`config.mk`:
```
export PLATFORM = sky130hd
export DESIGN_NAME = atm_cell_phy_transmit
export DESIGN_NICKNAME = d
export VERILOG_FILES = /design/src/atm_tx_pkg.sv /design/src/atm_tx_sync.sv /design/src/atm_tx_stat_counter.sv /design/src/atm_cell_phy_transmit.sv
export SDC_FILE = /design/constraint.sdc
export NUM_CORES = 1
export LEC_CHECK = 0
export BUFFER_PORTS_ARGS = -buffer_cell sky130_fd_sc_hd__buf_2
export CELL_PAD_IN_SITES_DETAIL_PLACEMENT = 1
export CELL_PAD_IN_SITES_GLOBAL_PLACEMENT = 1
export CORE_MARGIN = 2
export CORE_UTILIZATION = 45
export CTS_BUF_LIST = sky130_fd_sc_hd__clkbuf_8
export DETAILED_ROUTE_END_ITERATION = 10
export GPL_TIMING_DRIVEN = 0
export PLACE_DENSITY_LB_ADDON = 0.05
export SYNTH_ARGS = -nofsm -noshare
export SYNTH_HDL_FRONTEND = slang
export SYNTH_SLANG_ARGS = --single-unit
```
`constraint.sdc`:
```
create_clock -name sys_clk -period 4.1 [get_ports sys_clk]
set_input_delay 0.615 -clock sys_clk [delete_from_list [all_inputs] [get_ports sys_clk]]
set_output_delay 0.615 -clock sys_clk [all_outputs]
set_load 0.01 [all_outputs]
```
`src/atm_tx_pkg.sv`:
```
// constants and types for the atm cell transmit framer
package atm_tx_pkg;
   // register offsets (word index on the plain register port)
   localparam logic [4:0] REG_CTRL = 5'h00;
   localparam logic [4:0] REG_POLL_RANGE = 5'h01;
   localparam logic [4:0] REG_MAP_IDX = 5'h02;
   localparam logic [4:0] REG_MAP_DATA = 5'h03;
   localparam logic [4:0] REG_POLL_RESULT = 5'h04;
   localparam logic [4:0] REG_CELL_CNT = 5'h05;
   localparam logic [4:0] REG_IDLE_CNT = 5'h06;
   localparam logic [4:0] REG_STAT_STATUS = 5'h07;
   localparam logic [4:0] REG_STAT_MASK = 5'h08;
   localparam logic [4:0] REG_STAT_PORT = 5'h09;
   localparam logic [4:0] REG_STAT_VPVC = 5'h0A;
   localparam logic [4:0] REG_IDLE_VPVC = 5'h0B;
   // control register fields
   localparam int CTRL_MPHY_BIT = 0;
   localparam int CTRL_OCTET_BIT = 1;
   localparam int CTRL_HEC_BIT = 2;
   localparam int CTRL_COSET_BIT = 3;
   localparam int CTRL_EN_BIT = 4;
   localparam logic [4:0] CTRL_RESET = 5'h14;
   localparam logic [4:0] POLL_RANGE_RESET = 5'h00;
   localparam logic [4:0] POLL_RANGE_MAX = 5'h19;
   localparam logic [4:0] ADDR_ALL_ONES = 5'h1F;
   localparam logic [7:0] HEC_COSET = 8'h55;
   localparam logic [5:0] BYTES_FROM_FIFO = 6'h34;
   localparam logic [5:0] BYTES_NO_HEC = 6'h35;
   localparam logic [2:0] OCTET_SLACK = 3'h4;
   localparam logic [27:0] IDLE_VPVC_RESET = 28'h0000000;
   localparam int NUM_PORTS = 32;

   typedef enum logic [2:0] {
      TX_IDLE = 3'b000,
      TX_WAIT = 3'b001,
      TX_HDR = 3'b010,
      TX_HEC = 3'b011,
      TX_BODY = 3'b100
   } tx_state_t;

   // one crc-8 step (x^8+x^2+x+1) over a whole byte
   function automatic logic [7:0] hec_step(input logic [7:0] crc, input logic [7:0] d);
      logic [7:0] c;
      c = crc ^ d;
      for (int i = 0; i < 8; i++) begin
         c = c[7] ? ((c << 1) ^ 8'h07) : (c << 1);
      end
      return c;
   endfunction
endpackage

```
`src/atm_tx_sync.sv`:
```
// two flop synchroniser for pin inputs
`timescale 1ns/1ps
module atm_tx_sync (
   input wire logic sys_clk,
   input wire logic nrst,
   input wire logic d,
   output logic q
);
   logic meta_r;
   always_ff @(posedge sys_clk) begin
      if (!nrst) begin
         meta_r <= 1'b0;
         q <= 1'b0;
      end else begin
         meta_r <= d;
         q <= meta_r;
      end
   end
endmodule // atm_tx_sync

```
`src/atm_tx_stat_counter.sv`:
```
// 32-bit statistics counter with sticky rollover flag
`timescale 1ns/1ps
module atm_tx_stat_counter (
   input wire logic sys_clk,
   input wire logic nrst,
   input wire logic inc,
   input wire logic clr,
   output logic [31:0] count_r,
   output logic ovf_r
);
   always_ff @(posedge sys_clk) begin
      if (!nrst) begin
         count_r <= 32'h00000000;
      end else if (clr) begin
         count_r <= inc ? 32'h00000001 : 32'h00000000;
      end else if (inc) begin
         count_r <= count_r + 32'h00000001;
      end
   end
   // set beats clear so a rollover in the clearing cycle survives
   always_ff @(posedge sys_clk) begin
      if (!nrst) begin
         ovf_r <= 1'b0;
      end else if (inc && count_r == 32'hFFFFFFFF) begin
         ovf_r <= 1'b1;
      end else if (clr) begin
         ovf_r <= 1'b0;
      end
   end
endmodule // atm_tx_stat_counter

```
`src/atm_cell_phy_transmit.sv`:
```
// atm cell transmit framer: phy polling, cell send, hec insert, statistics
`timescale 1ns/1ps
module atm_cell_phy_transmit (
   input wire logic sys_clk,
   input wire logic nrst,
   input wire logic tx_link_clk,
   input wire logic [4:0] reg_addr,
   input wire logic [31:0] reg_wdata,
   input wire logic reg_wr,
   input wire logic reg_rd,
   output logic [31:0] reg_rdata,
   output logic stat_irq,
   input wire logic fifo_cell_ready,
   input wire logic [4:0] fifo_port,
   input wire logic [7:0] fifo_data,
   output logic fifo_pop,
   output logic [7:0] tx_data,
   output logic tx_soc,
   output logic tx_transfer_enable_out_n,
   output logic [4:0] tx_phy_select_lines,
   output logic [4:0] rx_phy_select_lines,
   input wire logic tx_cell_space_indication
);
   logic clk_s, clk_d_r, link_rise;
   logic space_s;
   logic [4:0] ctrl_r;
   logic [4:0] poll_range_r;
   logic [4:0] map_idx_r;
   logic [4:0] map_r [0:atm_tx_pkg::NUM_PORTS-1];
   logic [31:0] poll_result_r;
   logic [4:0] poll_log_r;
   logic poll_phase_r;
   logic [4:0] poll_pending_r;
   logic poll_pending_vld_r;
   atm_tx_pkg::tx_state_t state_r;
   logic [4:0] cur_port_r;
   logic [5:0] byte_cnt_r;
   logic [7:0] hec_r;
   logic [2:0] slack_r;
   logic [31:0] hdr_r;
   logic cell_match_r;
   logic [4:0] stat_port_r;
   logic [27:0] stat_vpvc_r;
   logic [27:0] idle_vpvc_r;
   logic [1:0] stat_mask_r;
   logic [31:0] cell_cnt, idle_cnt;
   logic cell_ovf, idle_ovf;
   logic cell_inc, idle_inc;
   logic cell_clr, idle_clr;
   logic mphy, octet, hec_on, coset, enable;
   logic can_send, sending;
   logic [5:0] body_len;
   logic in_cell;
   logic last_byte;

   assign mphy = ctrl_r[atm_tx_pkg::CTRL_MPHY_BIT];
   // multi-phy forces cell level handshake
   assign octet = ctrl_r[atm_tx_pkg::CTRL_OCTET_BIT] && !mphy;
   assign hec_on = ctrl_r[atm_tx_pkg::CTRL_HEC_BIT];
   assign coset = ctrl_r[atm_tx_pkg::CTRL_COSET_BIT];
   assign enable = ctrl_r[atm_tx_pkg::CTRL_EN_BIT];
   assign body_len = hec_on ? atm_tx_pkg::BYTES_FROM_FIFO : atm_tx_pkg::BYTES_NO_HEC;

   atm_tx_sync u_clk_sync (
      .sys_clk(sys_clk),
      .nrst(nrst),
      .d(tx_link_clk),
      .q(clk_s)
   );
   atm_tx_sync u_space_sync (
      .sys_clk(sys_clk),
      .nrst(nrst),
      .d(tx_cell_space_indication),
      .q(space_s)
   );

   // link work advances on each sampled rising edge of the link clock
   always_ff @(posedge sys_clk) begin
      if (!nrst) begin
         clk_d_r <= 1'b0;
      end else begin
         clk_d_r <= clk_s;
      end
   end
   // both flops clear in reset, so a low link clock gives no false first edge
   assign link_rise = clk_s && !clk_d_r;

   // register writes
   always_ff @(posedge sys_clk) begin
      if (!nrst) begin
         ctrl_r <= atm_tx_pkg::CTRL_RESET;
         poll_range_r <= atm_tx_pkg::POLL_RANGE_RESET;
         map_idx_r <= 5'h00;
         stat_port_r <= 5'h00;
         stat_vpvc_r <= 28'h0000000;
         idle_vpvc_r <= atm_tx_pkg::IDLE_VPVC_RESET;
         stat_mask_r <= 2'h0;
      end else if (reg_wr) begin
         case (reg_addr)
            atm_tx_pkg::REG_CTRL: ctrl_r <= reg_wdata[4:0];
            atm_tx_pkg::REG_POLL_RANGE: begin
               // sweep longer than 26 ports cannot fit the two clock poll
               poll_range_r <= (reg_wdata[4:0] > atm_tx_pkg::POLL_RANGE_MAX) ?
                  atm_tx_pkg::POLL_RANGE_MAX : reg_wdata[4:0];
            end
            atm_tx_pkg::REG_MAP_IDX: map_idx_r <= reg_wdata[4:0];
            atm_tx_pkg::REG_STAT_MASK: stat_mask_r <= reg_wdata[1:0];
            atm_tx_pkg::REG_STAT_PORT: stat_port_r <= reg_wdata[4:0];
            atm_tx_pkg::REG_STAT_VPVC: stat_vpvc_r <= reg_wdata[27:0];
            atm_tx_pkg::REG_IDLE_VPVC: idle_vpvc_r <= reg_wdata[27:0];
            default: ;
         endcase
      end
   end

   // logical to physical table, identity after reset
   always_ff @(posedge sys_clk) begin
      if (!nrst) begin
         for (int i = 0; i < atm_tx_pkg::NUM_PORTS; i++) begin
            map_r[i] <= 5'(i);
         end
      end else if (reg_wr && reg_addr == atm_tx_pkg::REG_MAP_DATA) begin
         map_r[map_idx_r] <= reg_wdata[4:0];
      end
   end

   // only a write to a counter clears it; reads have no side effect
   assign cell_clr = reg_wr && reg_addr == atm_tx_pkg::REG_CELL_CNT;
   assign idle_clr = reg_wr && reg_addr == atm_tx_pkg::REG_IDLE_CNT;

   always_ff @(posedge sys_clk) begin
      if (!nrst) begin
         reg_rdata <= 32'h00000000;
      end else if (reg_rd) begin
         case (reg_addr)
            atm_tx_pkg::REG_CTRL: reg_rdata <= {27'h0000000, ctrl_r};
            atm_tx_pkg::REG_POLL_RANGE: reg_rdata <= {27'h0000000, poll_range_r};
            atm_tx_pkg::REG_MAP_IDX: reg_rdata <= {27'h0000000, map_idx_r};
            atm_tx_pkg::REG_MAP_DATA: reg_rdata <= {27'h0000000, map_r[map_idx_r]};
            atm_tx_pkg::REG_POLL_RESULT: reg_rdata <= poll_result_r;
            atm_tx_pkg::REG_CELL_CNT: reg_rdata <= cell_cnt;
            atm_tx_pkg::REG_IDLE_CNT: reg_rdata <= idle_cnt;
            atm_tx_pkg::REG_STAT_STATUS: reg_rdata <= {30'h00000000, idle_ovf, cell_ovf};
            atm_tx_pkg::REG_STAT_MASK: reg_rdata <= {30'h00000000, stat_mask_r};
            atm_tx_pkg::REG_STAT_PORT: reg_rdata <= {27'h0000000, stat_port_r};
            atm_tx_pkg::REG_STAT_VPVC: reg_rdata <= {4'h0, stat_vpvc_r};
            atm_tx_pkg::REG_IDLE_VPVC: reg_rdata <= {4'h0, idle_vpvc_r};
            default: reg_rdata <= 32'h00000000;
         endcase
      end else begin
         reg_rdata <= 32'h00000000;
      end
   end

   // poller: address out on one link edge, answer sampled on the next
   always_ff @(posedge sys_clk) begin
      if (!nrst) begin
         poll_log_r <= 5'h00;
         poll_phase_r <= 1'b0;
         poll_pending_r <= 5'h00;
         poll_pending_vld_r <= 1'b0;
      end else if (!mphy || !enable) begin
         poll_log_r <= 5'h00;
         poll_phase_r <= 1'b0;
         poll_pending_vld_r <= 1'b0;
      end else if (link_rise) begin
         poll_phase_r <= !poll_phase_r;
         if (!poll_phase_r) begin
            poll_pending_r <= poll_log_r;
            poll_pending_vld_r <= 1'b1;
         end else begin
            poll_pending_vld_r <= 1'b0;
            // wrap back to logical zero after the range value
            poll_log_r <= (poll_log_r >= poll_range_r) ? 5'h00 : poll_log_r + 5'h01;
         end
      end
   end

   // response arrives one link clock after the poll address
   // a stale answer is overwritten on the next sweep, never cleared
   always_ff @(posedge sys_clk) begin
      if (!nrst) begin
         poll_result_r <= 32'h00000000;
      end else if (mphy && link_rise && poll_phase_r && poll_pending_vld_r) begin
         poll_result_r[poll_pending_r] <= space_s;
      end
   end

   // chosen port on a phase-b edge in TX_WAIT, poll address on every phase-a edge
   // polling keeps its phase-a edges; the chosen port goes out on phase b
   always_ff @(posedge sys_clk) begin
      if (!nrst) begin
         tx_phy_select_lines <= atm_tx_pkg::ADDR_ALL_ONES;
      end else if (!mphy) begin
         tx_phy_select_lines <= atm_tx_pkg::ADDR_ALL_ONES;
      end else if (link_rise && !poll_phase_r) begin
         tx_phy_select_lines <= map_r[poll_log_r];
      end else if (link_rise && state_r == atm_tx_pkg::TX_WAIT) begin
         tx_phy_select_lines <= map_r[cur_port_r];
      end
   end
   assign rx_phy_select_lines = atm_tx_pkg::ADDR_ALL_ONES;

   // octet mode slack: four bytes may follow a withdrawn space indication
   always_ff @(posedge sys_clk) begin
      if (!nrst) begin
         slack_r <= atm_tx_pkg::OCTET_SLACK;
      end else if (space_s) begin
         slack_r <= atm_tx_pkg::OCTET_SLACK;
      end else if (link_rise && sending && slack_r != 3'h0) begin
         slack_r <= slack_r - 3'h1;
      end
   end
   assign can_send = octet ? (space_s || slack_r != 3'h0) : 1'b1;

   // cell-level: in multi-phy the chosen port's poll result grants the cell
   assign in_cell = state_r == atm_tx_pkg::TX_HDR || state_r == atm_tx_pkg::TX_HEC ||
      state_r == atm_tx_pkg::TX_BODY;
   assign sending = in_cell && can_send;
   // the check byte is made here, so its edge takes nothing from the fifo
   assign fifo_pop = link_rise && sending && state_r != atm_tx_pkg::TX_HEC;
   // last body byte of the cell, shared by the sequencer and the statistics
   assign last_byte = state_r == atm_tx_pkg::TX_BODY && byte_cnt_r == body_len - 6'h01;

   always_ff @(posedge sys_clk) begin
      if (!nrst) begin
         state_r <= atm_tx_pkg::TX_IDLE;
         cur_port_r <= 5'h00;
         byte_cnt_r <= 6'h00;
         hec_r <= 8'h00;
         hdr_r <= 32'h00000000;
         tx_data <= 8'h00;
         tx_soc <= 1'b0;
         tx_transfer_enable_out_n <= 1'b1;
      end else if (link_rise) begin
         tx_soc <= 1'b0;
         tx_transfer_enable_out_n <= 1'b1;
         case (state_r)
            atm_tx_pkg::TX_IDLE: begin
               if (enable && fifo_cell_ready) begin
                  cur_port_r <= mphy ? fifo_port : 5'h00;
                  state_r <= atm_tx_pkg::TX_WAIT;
               end
            end
            atm_tx_pkg::TX_WAIT: begin
               // cell level waits for space; octet level starts at once
               // multi-phy leaves on a phase-b edge, where the select lines take
               // the chosen port, so that phy sees its address before enable drops
               if (octet || (mphy ? (poll_result_r[cur_port_r] && poll_phase_r) :
                  space_s)) begin
                  state_r <= atm_tx_pkg::TX_HDR;
                  byte_cnt_r <= 6'h00;
                  hec_r <= 8'h00;
               end
            end
            atm_tx_pkg::TX_HDR: begin
               if (can_send) begin
                  tx_data <= fifo_data;
                  tx_soc <= byte_cnt_r == 6'h00;
                  tx_transfer_enable_out_n <= 1'b0;
                  hec_r <= atm_tx_pkg::hec_step(hec_r, fifo_data);
                  hdr_r <= {hdr_r[23:0], fifo_data};
                  byte_cnt_r <= byte_cnt_r + 6'h01;
                  if (byte_cnt_r == 6'h03) begin
                     state_r <= hec_on ? atm_tx_pkg::TX_HEC : atm_tx_pkg::TX_BODY;
                  end
               end
            end
            atm_tx_pkg::TX_HEC: begin
               if (can_send) begin
                  tx_data <= coset ? (hec_r ^ atm_tx_pkg::HEC_COSET) : hec_r;
                  tx_transfer_enable_out_n <= 1'b0;
                  state_r <= atm_tx_pkg::TX_BODY;
               end
            end
            atm_tx_pkg::TX_BODY: begin
               if (can_send) begin
                  tx_data <= fifo_data;
                  tx_transfer_enable_out_n <= 1'b0;
                  byte_cnt_r <= byte_cnt_r + 6'h01;
                  if (last_byte) begin
                     state_r <= atm_tx_pkg::TX_IDLE;
                  end
               end
            end
            default: state_r <= atm_tx_pkg::TX_IDLE;
         endcase
      end
   end

   // a cell matches at its last body byte on stat_port_r; idle cells share the same match, only the vpvc differs
   always_ff @(posedge sys_clk) begin
      if (!nrst) begin
         cell_match_r <= 1'b0;
      end else begin
         cell_match_r <= link_rise && can_send && last_byte && cur_port_r == stat_port_r;
      end
   end
   // header stays in hdr_r until the next cell starts, so the match is stable
   assign cell_inc = cell_match_r && hdr_r[31:4] == stat_vpvc_r;
   assign idle_inc = cell_match_r && hdr_r[31:4] == idle_vpvc_r;

   atm_tx_stat_counter u_cell_cnt (
      .sys_clk(sys_clk),
      .nrst(nrst),
      .inc(cell_inc),
      .clr(cell_clr),
      .count_r(cell_cnt),
      .ovf_r(cell_ovf)
   );
   atm_tx_stat_counter u_idle_cnt (
      .sys_clk(sys_clk),
      .nrst(nrst),
      .inc(idle_inc),
      .clr(idle_clr),
      .count_r(idle_cnt),
      .ovf_r(idle_ovf)
   );

   assign stat_irq = |({idle_ovf, cell_ovf} & stat_mask_r);
endmodule // atm_cell_phy_transmit

```
==> results of run 1 <==
## flip-flops by register name, summed over array words and instances, names as in the netlist, 6 cells and up, named ones only
| name | count |
|---|---|
| hdr_r | 32 |
| map_r | 160 |
| idle_vpvc_r | 28 |
| u_idle_cnt.count_r | 32 |
| poll_result_r | 32 |
| u_cell_cnt.count_r | 32 |
| reg_rdata | 32 |
| stat_vpvc_r | 28 |
| tx_data | 8 |
| hec_r | 8 |
| byte_cnt_r | 6 |
## cell type report
class,instances,area share [%]
Antenna cell,3,0.0273
Buffer,194,2.88
Clock buffer,106,5.31
Clock inverter,48,0.842
Inverter,24,0.328
Multi-Input combinational cell,1705,45.5
Sequential cell,472,40.2
Tap cell,696,3.17
Timing Repair Buffer,99,1.80
## cell usage after synthesis, types with 48 or more instances
library cell,count
clkbuf_1,148
a21oi_1,186
mux4_2,153
nand2_1,381
edfxtp_1,160
nand3_1,75
nor2_1,166
xnor2_1,59
or3_1,63
dfxtp_1,312
xor2_1,54
mux2i_1,65
nor3_1,80
o21ai_0,48
## routing by layer
layer,up-vias,track usage (%),wire (um)
met3,231,11.4,12400
met2,1235,51.5,42000
met4,8,12.3,3370
met1,10900,49.5,41200
met5,-,0,54
li1,9244,-,-
## worst max-delay path, cell delays in order
cell and delay (ps):
buf_2 200, clkbuf_1 970, buf_1 790, clkbuf_1 630, o21ai_0 630
## stage by stage
| step | worst slack [ps] | TNS, ps | instances | hold WS (ps) | utilization, % |
|---|---|---|---|---|---|
| 6_report | 512 | 0 | 3347 | 130 | 51.2 |
| 5_1_grt | 389 | 0 | 3345 | 125 | 51.2 |
| 4_1_cts | 499 | 0 | 3344 | 88.4 | 51.2 |
| 3_5_place_dp | -51.8 | -318 | 3190 | 422 | 48.0 |
| 3_3_place_gp | -32.5 | -160 | 3190 | 419 | 48.0 |
| 2_1_floorplan | 1320 | 0 | 2395 | 412 | - |
## where the power goes
group / switching (mW) / internal (mW)
Combinational: 0.356 / 0.142
Clock: 2.18 / 2.33
Sequential: 0.0404 / 4.87
Total: 2.58 / 7.34
## worst min path at each step
stage | endpoint | start | slack (ps)
after floorplan | u_clk_sync.q | u_clk_sync.meta_r | 410
after global placement | u_space_sync.q | u_space_sync.meta_r | 420
after detailed placement | u_space_sync.q | u_space_sync.meta_r | 420
after CTS | u_space_sync.meta_r | tx_cell_space_indication | 90
after global routing | u_clk_sync.meta_r | tx_link_clk | 120
final | u_space_sync.meta_r | tx_cell_space_indication | 130
## kinds of logic (layout without fill, tap and decap cells)
family / after synthesis / in the layout
buffers and inverters: 218 / 471
adders and majority gates: 12 / 12
and+or+nand+nor: 962 / 962
xor gates and xnor gates: 113 / 113
DFF: 472 / 472
muxes: 233 / 233
other: 1 / 8
AOI/OAI and AO/OA: 380 / 380
==> out/qor.yml, run 1 <==
run_status: "finished, final reports clean"
tightest_slew_ps: 1320
grt_pass1_vias: 21500
r2r_slack_ps: 760
fin_crit_ps: 3590
stdcell_area_sq_um: 27500
postCtsHoldBufs: 0
synthTopCellsByArea: "dfxtp_1, edfxtp_1, mux4_2"
place.gp.congestion: 1.03
arrival_ps: 3850
drive_above_1_share_pct: 16.4
reg2reg_to: "u_idle_cnt.ovf_r"
yosysTopAreaCell: "dfxtp_1"
num_vias: 21600
synth_area_sq_um: 24400
wire_per_inst_um: 29.6
ys_types: 76
crit_end: "map_r[5][2]"
crit_type: "primary input to register"
cts_buffer_depth: 3
core_area_sq_um: 53700
io-pin-count: 111
synthToLayoutAreaGrowth_pct: 12.7
fin_skew_ps: 28.6
die_height_um: 237
rows: 85
synth_seq_cells: 472
clock_sinks: 472
fin_crit_sh_pct: 87.5
synthArstFlopShare_pct: 0
postPlaceCellArea_sq_um: 25800
drv_slew: 0
crit_start: "nrst"
dr.first_iter.drc_count: 2452
p_leak_nw: 8.82
grt_overflow_total: 0
hold_depth: 2
postCtsSetupBuffers: 0
setup_viol: 0
synthCells: 2391
routed_wl_um: 99000
synth-xor-area-share_pct: 4.06
cts_resized: 0
synth_compound_area_share_pct: 9.87
port_buffers: 99
synth_top_family_by_area: "simple AND/OR/NAND/NOR gates"
ant_nets: 0
fmax_mhz: 279
fin_nets: 2650
avgViaCountPerCell: 6.46
cp.required_ps: 4370
final_common_cell: "nand2_1"
seqCellArea_sq_um: 11100
synth_edf_count: 160
hold_viol: 0
rsz0062_at_grt: "no"
ir_worst_vdd_uv: 223
muxShareOfSynthArea_pct: 17.7
cts_tree: "done"
firstDrtPassIters: 7
htree_levels: 3
final.fill_count: 6041
antenna_found_initial: 8
root_buffer: "clkbuf_8"
maxSlewHeadroom_pct: 11.9
synth-seq-area-share_pct: 45.3
power_mw: 9.92
clk_pin_slew_ps: 60
die_x_um: 237
cap_violations: 0
synth_ff_type: "dfxtp_1"
grt_max_degree: 13
start_util_pct: 45.4
reg2reg_depth: 7
yosys_warnings: 0
grt_pass1_wl_um: 145000
cts_made_buffers: 85
multiInputGateArea_sq_um: 12500
insertion_delay_ps: 720
powerDensity_nw_per_um2: 361
cp_max_fo: 10
grt_usage_pct: 35.4
die_area_sq_um: 56100
r2r-start: "hdr_r[8]"
hold_class: "primary input to register"
syn_area_per_cell_sq_um: 10.2
layout_common_cells: "nand2_1, dfxtp_1, a21oi_1, nor2_1, edfxtp_1"
synth-simple-area-share_pct: 18.9
hpwl_um: 75000
synth_fa_ha_area_share_pct: 0.615
synth.top_cell.area_share_pct: 25.6
start_kind: "primary input"
end_kind: "register"
route.detailed.drc: 0
Power figures use the tool's default switching activity.
==> run 2: changes to the inputs <==
--- a/config.mk
+++ b/config.mk
@@ -13,7 +13,7 @@
 export CTS_BUF_LIST = sky130_fd_sc_hd__clkbuf_8
 export DETAILED_ROUTE_END_ITERATION = 10
 export GPL_TIMING_DRIVEN = 0
-export PLACE_DENSITY_LB_ADDON = 0.05
+export PLACE_DENSITY = 0.86
 export SYNTH_ARGS = -nofsm -noshare
 export SYNTH_HDL_FRONTEND = slang
 export SYNTH_SLANG_ARGS = --single-unit
==> constraint.sdc (replaced) <==
create_clock -name sys_clk -period 4.5 [get_ports sys_clk]
set_input_delay 0.675 -clock sys_clk [delete_from_list [all_inputs] [get_ports sys_clk]]
set_output_delay 0.675 -clock sys_clk [all_outputs]
set_load 0.01 [all_outputs]
==> out/qor.yml, run 2 (synthesis results as in run 1) <==
run_status: "finished, final reports clean"
drv_slew: 0  # unchanged
die_area_sq_um: 56100  # unchanged
min_to: "u_clk_sync.meta_r"
routed_wl_um: 97900  # -1.1%
power_mw: 9.12  # -8.1%
grt_max_degree: 12  # -1
hpwl_um: 72600  # -3.2%
final_common_cell: "nand2_1"
fin_crit_sh_pct: 84.0
cts_made_buffers: 81  # -4.7%
core_area_sq_um: 53700  # unchanged
utilization_pct: 51.2  # about the same
cts_resized: 0  # unchanged
postCtsSetupBuffers: 0  # unchanged
hold_slack_ps: 200  # +69.3 ps
fin_crit_ps: 3780
hold_class: "primary input to register"
powerDensity_nw_per_um2: 332  # -8.1%
tns_ps: 0  # unchanged
placed_cells: 3190  # unchanged
crit_buf_inv: 4  # unchanged
reg2reg_to: "map_r[0][0]"
hold_depth: 2  # unchanged
cap_violations: 0  # unchanged
postCtsHoldBufs: 0  # unchanged
synthToLayoutAreaGrowth_pct: 12.7  # about the same
insertion_delay_ps: 700  # -20 ps
crit_start: "reg_addr[1]"
min_from: "tx_link_clk"
ir_worst_vdd_uv: 203  # -8.8%
maxSlewHeadroom_pct: 11.4  # -0.45 points
crit_chain: "buf_2 -> or3b_1 -> clkbuf_1 -> nor4_1 -> nand2b_1 -> clkbuf_1 -> clkbuf_1 -> o21ai_0"
end_kind: "register"
final.fill_count: 5931  # -1.8%
tightest_slew_ps: 1320  # -5.42 ps
ant_nets: 0  # unchanged
p_leak_nw: 8.78  # -0.49%
arrival_ps: 4070  # +220 ps
fmax_mhz: 265
start_kind: "primary input"
clk_pin_slew_ps: 60  # about the same
firstDrtPassIters: 8  # +1
io-pin-count: 111  # unchanged
dr.first_iter.drc_count: 2967  # +21%
grt_usage_pct: 34.5  # -0.84 points
root_buffer: "clkbuf_8"
avgViaCountPerCell: 6.71  # +3.9%
cts_buffer_depth: 3  # unchanged
hold_viol: 0  # unchanged
final_cells: 3338  # -0.27%
antenna_found_initial: 6  # -2
fin_skew_ps: 32.8  # +4.21 ps
die_x_um: 237  # unchanged
cp_common_cell: "clkbuf_1"
num_vias: 22400  # +3.6%
largest_reg_flops: 160  # unchanged
htree_levels: 3  # unchanged
r2r-start: "map_idx_r[0]"
grt_pass1_vias: 22900  # +6.4%
place.gp.congestion: 1.03  # -0.38%
slowest_delay_ps: 920  # -50 ps
grt_pass1_wl_um: 144000  # -0.42%
die_height_um: 237  # unchanged
cp_max_fo: 10  # unchanged
drive_above_1_share_pct: 16.4  # about the same
start_util_pct: 45.4  # unchanged
fin_nets: 2646  # -0.15%
cp.required_ps: 4790  # +420 ps
layout_common_cells: "nand2_1, dfxtp_1, a21oi_1, nor2_1, edfxtp_1"
grt_overflow_total: 0  # unchanged
cts_tree: "done"
reg2reg_depth: 5  # -2
setup_viol: 0  # unchanged
top_register: "map_r"
route.detailed.drc: 0  # unchanged
crit_slowest_cell: "o21ai_0"
cp_top_family: "buffers and inverters"
rsz0062_at_grt: "no"
rows: 85  # unchanged
clock_sinks: 472  # unchanged
crit_type: "primary input to register"
wire_per_inst_um: 29.3  # -0.86%
r2r_slack_ps: 1080  # +320 ps
port_buffers: 99  # unchanged
==> run 2: cell count changes in the layout (fill, tap and decap cells not counted) <==
cell,previous run,this run
inv_1,54,43
clkbuf_8,106,99
bufinv_16,0,5
diode_2,3,6
clkinv_2,8,10
clkinv_8,2,0
clkinv_1,4,3
clkinvlp_4,3,4
inv_8,0,1
nor3_1,79,80
nor3_2,2,1
nor4_1,17,18
nor4_2,2,1
==> run 2: final cells by class <==
| class | instances | area, sq um | area share (%) |
|---|---|---|---|
| clock inverters | 43 | 333 | 1.21 |
| well taps | 696 | 871 | 3.17 |
| flip-flops and latches | 472 | 11100 | 40.2 |
| inverters | 24 | 90.1 | 0.328 |
| diodes | 6 | 15.0 | 0.0546 |
| plain buffers | 194 | 792 | 2.88 |
| repair buffers | 99 | 495 | 1.80 |
| clock buffers | 99 | 1360 | 4.96 |
| multi-input cells | 1705 | 12500 | 45.4 |
==> run 2: power breakdown <==
| group | total, mW | switching (mW) | internal, mW |
|---|---|---|---|
| sequential | 4.47 | 0.0345 | 4.43 |
| combinational | 0.464 | 0.333 | 0.130 |
| clock | 4.19 | 1.91 | 2.28 |
| total | 9.12 | 2.28 | 6.84 |
==> run 2: how the worst max path moves through the flow <==
| stage | slack [ps] | cells past startpoint | to |
|---|---|---|---|
| 2_1_floorplan | 1660 | 7 | map_r[0][0] |
| 3_3_place_gp | 290 | 8 | map_r[0][3] |
| 3_5_place_dp | 220 | 8 | map_r[0][0] |
| 4_1_cts | 870 | 6 | fifo_pop |
| 5_1_grt | 580 | 8 | map_r[0][3] |
| 6_report | 720 | 8 | map_r[0][0] |
==> run 2: worst reg2reg max path: cells and delay by family, from the launching register on <==
family,cells,cell delay (ps)
buffers and inverters,2,940
AO/OA/AOI/OAI,1,920
AND/OR/NAND/NOR,2,790
flip-flops,1,380
==> run 2: per-stage QoR <==
stage          setup slack (ps)  area, sq um
2_1_floorplan              1660        24400
3_3_place_gp                287        25800
3_5_place_dp                221        25800
4_1_cts                     871        27500
5_1_grt                     580        27500
6_report                    722        27500
==> run 2: per-layer routing <==
metal	part of all wire [%]	vias to the layer above	GRT usage, %
li1	-	9238	-
met1	37	11100	44.5
met2	44	1661	52.5
met3	13	359	11.2
met4	5.0	6	17.0
met5	0.044	-	0
